`src/shared/dtm_defines.svh`:
```
// Constants for the test-mode control block: codes, widths, reset values.
`ifndef DTM_DEFINES_SVH
`define DTM_DEFINES_SVH

`define DTM_CODE_W       8
`define DTM_CODE_RST     8'h00
`define DTM_CODE_SIM0    8'hA0
`define DTM_CODE_SIM1    8'hA1
`define DTM_CODE_NAND    8'hAA
`define DTM_BITCNT_W     3
`define DTM_BITCNT_LAST  3'h7
`define DTM_NAND_LEN     110
`define DTM_SCAN_CHAINS  6
`define DTM_VCO_DIV      4096
`define DTM_VCO_CNT_W    12
`define DTM_VCO_CNT_LAST 12'hFFF

`endif

```
`src/shared/dtm_pkg.sv`:
```
// Types shared by the test-mode control block.
package dtm_pkg;

  // Decoded test mode; anything unlisted falls back to normal operation.
  typedef enum logic [1:0] {
    dtm_normal,
    dtm_sim0,
    dtm_sim1,
    dtm_nand
  } dtm_mode_t;

  // All asynchronous pin inputs, synchronised together.
  typedef struct packed {
    logic [109:0] nand_pins;
    logic         test_load_data;
    logic         test_load_strobe;
    logic         bus_rst;
    logic         test_mode;
    logic         register_window_enable_pin;
    logic         bus_grant_n;
    logic         shift_sel;
    logic [5:0]   scan_in;
    logic         bus_clk_pin;
    logic         ch0_cable_detect_pin;
    logic         ch1_cable_detect_pin;
    logic         vco_bypass_force_pin;
    logic         vco_clk;
  } dtm_pins_t;

  // Scan control outputs towards the core.
  typedef struct packed {
    logic       scan_mode;
    logic       latch_open;
    logic       shift_en;
    logic       clk_sel_bus;
    logic       disk_ch0_domain_clock_sel;
    logic       disk_ch1_domain_clock_sel;
    logic [2:0] scan_clk;
  } dtm_scan_t;

endpackage : dtm_pkg

```
`src/logic/dtm_ctrl.sv`:
```
// Test-mode control: mode register, NAND tree, scan control, PLL test.
`timescale 1ns/1ps
`include "dtm_defines.svh"

module dtm_ctrl (
  // Clock, reset, enable.
  input  wire logic                clk_sys_i,
  input  wire logic                sys_rst_i,
  input  wire logic                clk_en_i,
  // Asynchronous pins.
  input  wire dtm_pkg::dtm_pins_t  pins_i,
  // Core-side signals on this clock.
  input  wire logic [109:0]        func_oe_i,
  input  wire logic [5:0]          scan_tail_i,
  // Test mode status.
  output logic [7:0]               test_code_o,
  output dtm_pkg::dtm_mode_t       test_mode_sel_o,
  output logic [109:0]             pad_oe_o,
  output logic                     nand_out_o,
  output logic                     nand_out_oe_o,
  // Scan control.
  output dtm_pkg::dtm_scan_t       scan_ctrl_o,
  output logic [5:0]               scan_head_o,
  output logic [5:0]               scan_out_o,
  output logic                     scan_out_oe_o,
  // PLL test.
  output logic                     vco_bypass_o,
  output logic [11:0]              vco_cnt_o
);

  ////////////////////////////////////////////////////////////////////////////
  // Pin synchronisers.

  dtm_pkg::dtm_pins_t pin_s1_q;
  dtm_pkg::dtm_pins_t pin_q;

  // Two flops per pin; only pin_q is read by logic.
  always_ff @(posedge clk_sys_i)
  begin
    if (sys_rst_i)
    begin
      pin_s1_q <= '0;
      pin_q    <= '0;
    end
    else if (clk_en_i)
    begin
      pin_s1_q <= pins_i;
      pin_q    <= pin_s1_q;
    end
  end

  ////////////////////////////////////////////////////////////////////////////
  // Serial load of the test mode register.

  logic                     strobe_old_q;
  logic [7:0]               shreg_q;
  logic [7:0]               shreg_d;
  logic [2:0]               bitcnt_q;
  logic [7:0]               code_q;
  logic                     strobe_rise;
  logic                     load_last;

  // A rising strobe shifts one bit, MSB first.
  assign strobe_rise = pin_q.test_load_strobe & ~strobe_old_q;
  assign shreg_d     = {shreg_q[6:0], pin_q.test_load_data};
  assign load_last   = strobe_rise & (bitcnt_q == `DTM_BITCNT_LAST);

  // The code is applied whole, so partial shifts never show as a mode.
  always_ff @(posedge clk_sys_i)
  begin
    if (sys_rst_i)
    begin
      strobe_old_q <= 1'b0;
      shreg_q      <= `DTM_CODE_RST;
      bitcnt_q     <= '0;
      code_q       <= `DTM_CODE_RST;
    end
    else if (clk_en_i)
    begin
      strobe_old_q <= pin_q.test_load_strobe;
      if (pin_q.bus_rst)
      begin
        shreg_q  <= `DTM_CODE_RST;
        bitcnt_q <= '0;
        code_q   <= `DTM_CODE_RST;
      end
      else if (strobe_rise)
      begin
        shreg_q  <= shreg_d;
        bitcnt_q <= bitcnt_q + 3'h1;
        if (load_last)
          code_q <= shreg_d;
      end
    end
  end

  ////////////////////////////////////////////////////////////////////////////
  // Mode decode.

  dtm_pkg::dtm_mode_t mode_d;
  logic               nand_d;

  // Only three codes mean anything; the rest is normal mode.
  assign mode_d = (code_q == `DTM_CODE_SIM0) ? dtm_pkg::dtm_sim0 :
                  (code_q == `DTM_CODE_SIM1) ? dtm_pkg::dtm_sim1 :
                  (code_q == `DTM_CODE_NAND) ? dtm_pkg::dtm_nand :
                  dtm_pkg::dtm_normal;
  assign nand_d = (mode_d == dtm_pkg::dtm_nand);

  ////////////////////////////////////////////////////////////////////////////
  // NAND tree, first pin at index 0, memory chip select at index 109.

  logic [109:0] nand_stage;

  assign nand_stage[0] = pin_q.nand_pins[0];
  generate
    for (genvar i = 1; i < `DTM_NAND_LEN; i++)
    begin : g_nand
      assign nand_stage[i] = ~(nand_stage[i-1] & pin_q.nand_pins[i]);
    end
  endgenerate

  // Mode outputs; in NAND mode pad enables are killed so every pad listens; the NAND output drives, and the scan output too if the scan pins are set.
  always_ff @(posedge clk_sys_i)
  begin
    if (sys_rst_i)
    begin
      test_code_o     <= `DTM_CODE_RST;
      test_mode_sel_o <= dtm_pkg::dtm_normal;
      pad_oe_o        <= '0;
      nand_out_o      <= 1'b0;
      nand_out_oe_o   <= 1'b0;
    end
    else if (clk_en_i)
    begin
      test_code_o     <= code_q;
      test_mode_sel_o <= mode_d;
      pad_oe_o        <= nand_d ? '0 : func_oe_i;
      nand_out_o      <= nand_d & nand_stage[`DTM_NAND_LEN-1];
      nand_out_oe_o   <= nand_d;
    end
  end

  ////////////////////////////////////////////////////////////////////////////
  // Scan control.

  logic scan_d;

  // The grant pin is low active in function but must sit high here.
  assign scan_d = pin_q.test_mode & pin_q.register_window_enable_pin &
                  pin_q.bus_grant_n;

  // Clock muxing itself sits in the clock tree; we drive its selects.
  always_ff @(posedge clk_sys_i)
  begin
    if (sys_rst_i)
    begin
      scan_ctrl_o   <= '0;
      scan_head_o   <= '0;
      scan_out_o    <= '0;
      scan_out_oe_o <= 1'b0;
    end
    else if (clk_en_i)
    begin
      scan_ctrl_o.scan_mode  <= scan_d;
      scan_ctrl_o.latch_open <= scan_d;
      scan_ctrl_o.shift_en   <= scan_d & pin_q.shift_sel;
      scan_ctrl_o.clk_sel_bus               <= scan_d;
      scan_ctrl_o.disk_ch0_domain_clock_sel <= scan_d;
      scan_ctrl_o.disk_ch1_domain_clock_sel <= scan_d;
      scan_ctrl_o.scan_clk <= scan_d ? {pin_q.ch1_cable_detect_pin,
                                        pin_q.ch0_cable_detect_pin,
                                        pin_q.bus_clk_pin} : 3'h0;
      scan_head_o   <= scan_d ? pin_q.scan_in : 6'h00;
      scan_out_o    <= scan_d ? scan_tail_i : 6'h00;
      scan_out_oe_o <= scan_d;
    end
  end

  ////////////////////////////////////////////////////////////////////////////
  // PLL test: bypass select and VCO divider.

  logic vco_old_q;
  logic vco_rise;

  assign vco_rise = pin_q.vco_clk & ~vco_old_q;

  // The counter's MSB toggles once per 2048 VCO edges: period 4096.
  always_ff @(posedge clk_sys_i)
  begin
    if (sys_rst_i)
    begin
      vco_old_q    <= 1'b0;
      vco_cnt_o    <= '0;
      vco_bypass_o <= 1'b0;
    end
    else if (clk_en_i)
    begin
      vco_old_q    <= pin_q.vco_clk;
      vco_bypass_o <= pin_q.vco_bypass_force_pin;
      if (vco_rise)
        vco_cnt_o <= vco_cnt_o + 12'h001;
    end
  end
endmodule : dtm_ctrl

```
`config.mk`:
```
export PLATFORM = sky130hd
export DESIGN_NAME = dtm_ctrl
export DESIGN_NICKNAME = d
export VERILOG_FILES = /design/src/shared/dtm_pkg.sv /design/src/logic/dtm_ctrl.sv
export VERILOG_INCLUDE_DIRS = /design/src /design/src/shared
export SDC_FILE = /design/constraint.sdc
export NUM_CORES = 1
export LEC_CHECK = 0
export ABC_AREA = 1
export BUFFER_PORTS_ARGS = -buffer_cell sky130_fd_sc_hd__buf_2
export CAP_MARGIN = 20
export CORE_MARGIN = 1
export CORE_UTILIZATION = 45
export DETAILED_ROUTE_END_ITERATION = 8
export GPL_TIMING_DRIVEN = 0
export PLACE_DENSITY_LB_ADDON = 0.12
export SYNTH_ARGS = -nofsm -noshare
export SYNTH_HDL_FRONTEND = slang
export SYNTH_SLANG_ARGS = --single-unit
```
`constraint.sdc`:
```
create_clock -name clk_sys_i -period 11.7 [get_ports clk_sys_i]
set_input_delay 1.17 -clock clk_sys_i [delete_from_list [all_inputs] [get_ports clk_sys_i]]
set_output_delay 1.17 -clock clk_sys_i [all_outputs]
set_load 0.02 [all_outputs]
```
==> key figures <==
Hold path
  – HP Class: reg2reg

Worst setup path
  – Reg2reg end: nand_out_o$_SDFFE_PP0P_
  – Worst Setup End Kind: flop
  – CP max FO: 2
  – Worst r2r src: nand_stage[0]$_SDFFE_PP0P_
  – Crit path kind: reg2reg
  – WP buf/inv: 0
  – CP endpoint: nand_out_o$_SDFFE_PP0P_
  – Critical Path Max Stage Delay: between 0.3 and 0.4 ns
  – Max stage delay cell, worst path: dfxtp_1
  – CP startpoint kind: flop
  – Reg2reg path depth: 111
  – Most frequent CP cell: nand2_1
  – Worst path top cell family by delay: simple AND/OR/NAND/NOR gates
  – Worst Path Required: 12.10 ns
  – Critical path depth: between 100 and 150
  – Worst EP arrival: 6.48 ns
  – Critical Path Start: nand_stage[0]$_SDFFE_PP0P_
  – Register-to-register setup slack: around 5.6 ns

Yosys
  – Syn nets: roughly 2400
  – Syn Area/Cell: about 7.5 µm²
  – Post-synthesis cell area: around 16000 µm²
  – Syn Inst Count: around 2100
  – FF+latch count, synth: 428
  – Synth warnings: 0
  – Yosys cell types: 17
  – Register area share after synthesis: 0.540

Global routing
  – Initial antenna violation count: 7
  – Vias in the first global route: 13800
  – Routing usage on met2: 0.424
  – Gr ovfl total: 0
  – Global-route wire length before repair: ~71000 µm
  – GR Util met3: 0.0529
  – GR Layer Usage met1: 0.300
  – GR peak layer: met2
  – All-Layer GR Usage: 0.244
  – Largest net degree at the start of global routing: 14

Route
  – Final wirelength: around 45000 µm
  – DRT Pass-1 Iters: 5
  – Starting DRC count in detailed routing: 760
  – Via density: around 4.9
  – Routed Antenna Nets: 0
  – DRC viols: 0
  – DR vias: 15000
  – WL per Instance: 14.8 µm

Clocking
  – Postcts setup bufs: 0
  – Resize count post-CTS: 0
  – Root Buffer: clkbuf_16
  – Cts hold-fix bufs: 0
  – Num CTS Buffers: 45
  – Htree depth: 2
  – # clock sinks: about 430
  – Clock Latency Late Sink: 0.54 ns
  – CTS max path bufs: 3
  – Clock-pin slew on the worst setup and hold paths: about 0.060 ns
  – CTS tree: yes

Timing
  – RSZ-0062 raised after global routing: false
  – Max Slew Vio Count: 0
  – Count of final setup violators: 0
  – Relative slew slack: 0.370
  – Worst-Margin Slew: approximately 0.94 ns
  – Min Tclk post-route: 6.08 ns
  – Clock skew: ~0.013 ns
  – F_max: between 0.15 and 0.2 GHz
  – Setup TNS: 0 ns
  – Part of the cycle the worst path needs: 0.520
  – Final Hold Viols: 0

Final layout
  – # fillers: 3414
  – Layout cells sized above 1: 0.185
  – Nets: approximately 2800
  – Register area: between 8000 and 9000 µm²
  – Final Util: 0.577
  – Area of the multi-input gates: slightly above 6000 µm²
  – Area Growth Syn to Fin: 25.9%

Placed design
  – Estimated wirelength of the detail-placed design: 32900 µm
  – RD Place Congestion: approximately 0.86
  – I/O Buffers: approximately 400

Die
  – Initial Utilization: 0.458
  – FP Rows: just under 70
  – Core ar.: between 30000 and 40000 µm²
  – Die height: 190 µm
  – Top Ports: roughly 400
  – Die Area: around 36000 µm²
  – Die W: ~190 µm

Power and ir drop
  – Leakage: 9.52 nW
  – Pwr dens: between 150 and 200 nW/µm²
  – Peak supply drop: 0.113 mV

Outcome
  – Outcome: finished, final reports clean

Flow run
  – Max Cap Violations: 0
[cell families after synthesis]
logic type	after synthesis	share of synthesized area
flip-flops	428	0.540
AO/OA/AOI/OAI	456	0.162
adder cells (fa/ha/maj)	3	0.00237
buffers and inverters	293	0.0705
AND/OR/NAND/NOR	945	0.225
[Yosys cell counts]
cell type | n | area (µm²)
a31o_2 | 1 | 8.76
nor2_1 | 758 | 2850
o211a_1 | 1 | 10.0
inv_1 | 138 | 518
ha_1 | 3 | 37.5
o21ai_0 | 293 | 1470
clkbuf_1 | 142 | 533
a21oi_2 | 1 | 8.76
a21oi_1 | 50 | 250
nand4_1 | 3 | 18.8
nand3_1 | 8 | 40.0
nor3_1 | 6 | 30.0
buf_1 | 8 | 30.0
o211ai_1 | 110 | 826
nand2_1 | 170 | 638
dfxtp_1 | 428 | 8570
buf_4 | 5 | 37.5
[registers in the layout, summed over array words and instances, names as in the netlist, 7 cells and up]
| signal | cells |
|---|---|
| vco_cnt_o | 12 |
| pad_oe_o | 110 |
| test_code_o | 8 |
| code_q | 8 |
| pin_q | 127 |
| shreg_q | 7 |
| pin_s1_q | 128 |
[area by class of cell]
class / instances / share of cell area
Sequential cell: 428 / 0.429
Multi-Input combinational cell: 1404 / 0.309
Timing Repair Buffer: 402 / 0.101
Clock buffer: 69 / 0.0690
Buffer: 155 / 0.0301
Tap cell: 455 / 0.0285
Inverter: 138 / 0.0259
Clock inverter: 15 / 0.00664
Antenna cell: 9 / 0.00113
[worst min path at each step]
| stage | startpoint | endpoint | cells past startpoint |
|---|---|---|---|
| detailed placement | vco_cnt_o[11]$_SDFFE_PP0P_ | vco_cnt_o[11]$_SDFFE_PP0P_ | 1 |
| CTS | vco_cnt_o[11]$_SDFFE_PP0P_ | vco_cnt_o[11]$_SDFFE_PP0P_ | 1 |
| global placement | vco_cnt_o[11]$_SDFFE_PP0P_ | vco_cnt_o[11]$_SDFFE_PP0P_ | 1 |
| floorplan | strobe_old_q$_SDFFE_PP0P_ | strobe_old_q$_SDFFE_PP0P_ | 2 |
| finish | vco_cnt_o[11]$_SDFFE_PP0P_ | vco_cnt_o[11]$_SDFFE_PP0P_ | 1 |
| global route | pin_q[9]$_SDFFE_PP0P_ | scan_head_o[4]$_SDFFE_PP0P_ | 2 |
[power breakdown]
part / switching [mW] / internal [mW] / total [mW]
Combinational: 0.216 / 0.127 / 0.343
Clock: 0.583 / 0.857 / 1.44
Sequential: 0.0439 / 1.55 / 1.59
Total: 0.843 / 2.53 / 3.38
[layer usage]
layer / up-vias / part of all wire / wire length [µm]
met5: - / 0.00035 / 16
met1: 6818 / 0.43 / 19600
met4: 4 / 0.028 / 1260
li1: 7685 / - / -
met2: 410 / 0.48 / 21600
met3: 80 / 0.065 / 2960
[cells in the final DEF, fill, tap and decap left out]
master	netlist	final
nor2_1	758	758
dfxtp_1	428	428
buf_2	0	402
o21ai_0	293	293
nand2_1	170	170
clkbuf_1	142	152
inv_1	138	138
o211ai_1	110	110
a21oi_1	50	50
clkbuf_16	0	47
clkbuf_8	0	12
clkinv_2	0	11
diode_2	0	9
buf_1	8	8
nand3_1	8	8
nor3_1	6	6
buf_4	5	5
nand4_1	3	3
ha_1	3	3
inv_6	0	2
bufinv_16	0	2
o211a_1	1	1
a21oi_2	1	1
a31o_2	1	1
[through the flow]
step / setup slack, ns / hold slack (ns) / cell area [µm²] / power [mW] / cells
finish: 5.62 / 0.453 / 20000 / 3.38 / 3075
global route: 4.43 / 0.478 / 20000 / 3.52 / 3069
CTS: 5.57 / 0.446 / 20000 / 3.40 / 3066
detailed placement: 5.62 / 0.436 / 18400 / 1.97 / 2982
global placement: 5.61 / 0.434 / 18400 / 1.96 / 2982
floorplan: 6.62 / 0.433 / 15900 / 1.83 / 2125
Note: power is estimated with default switching activity, not from simulation.
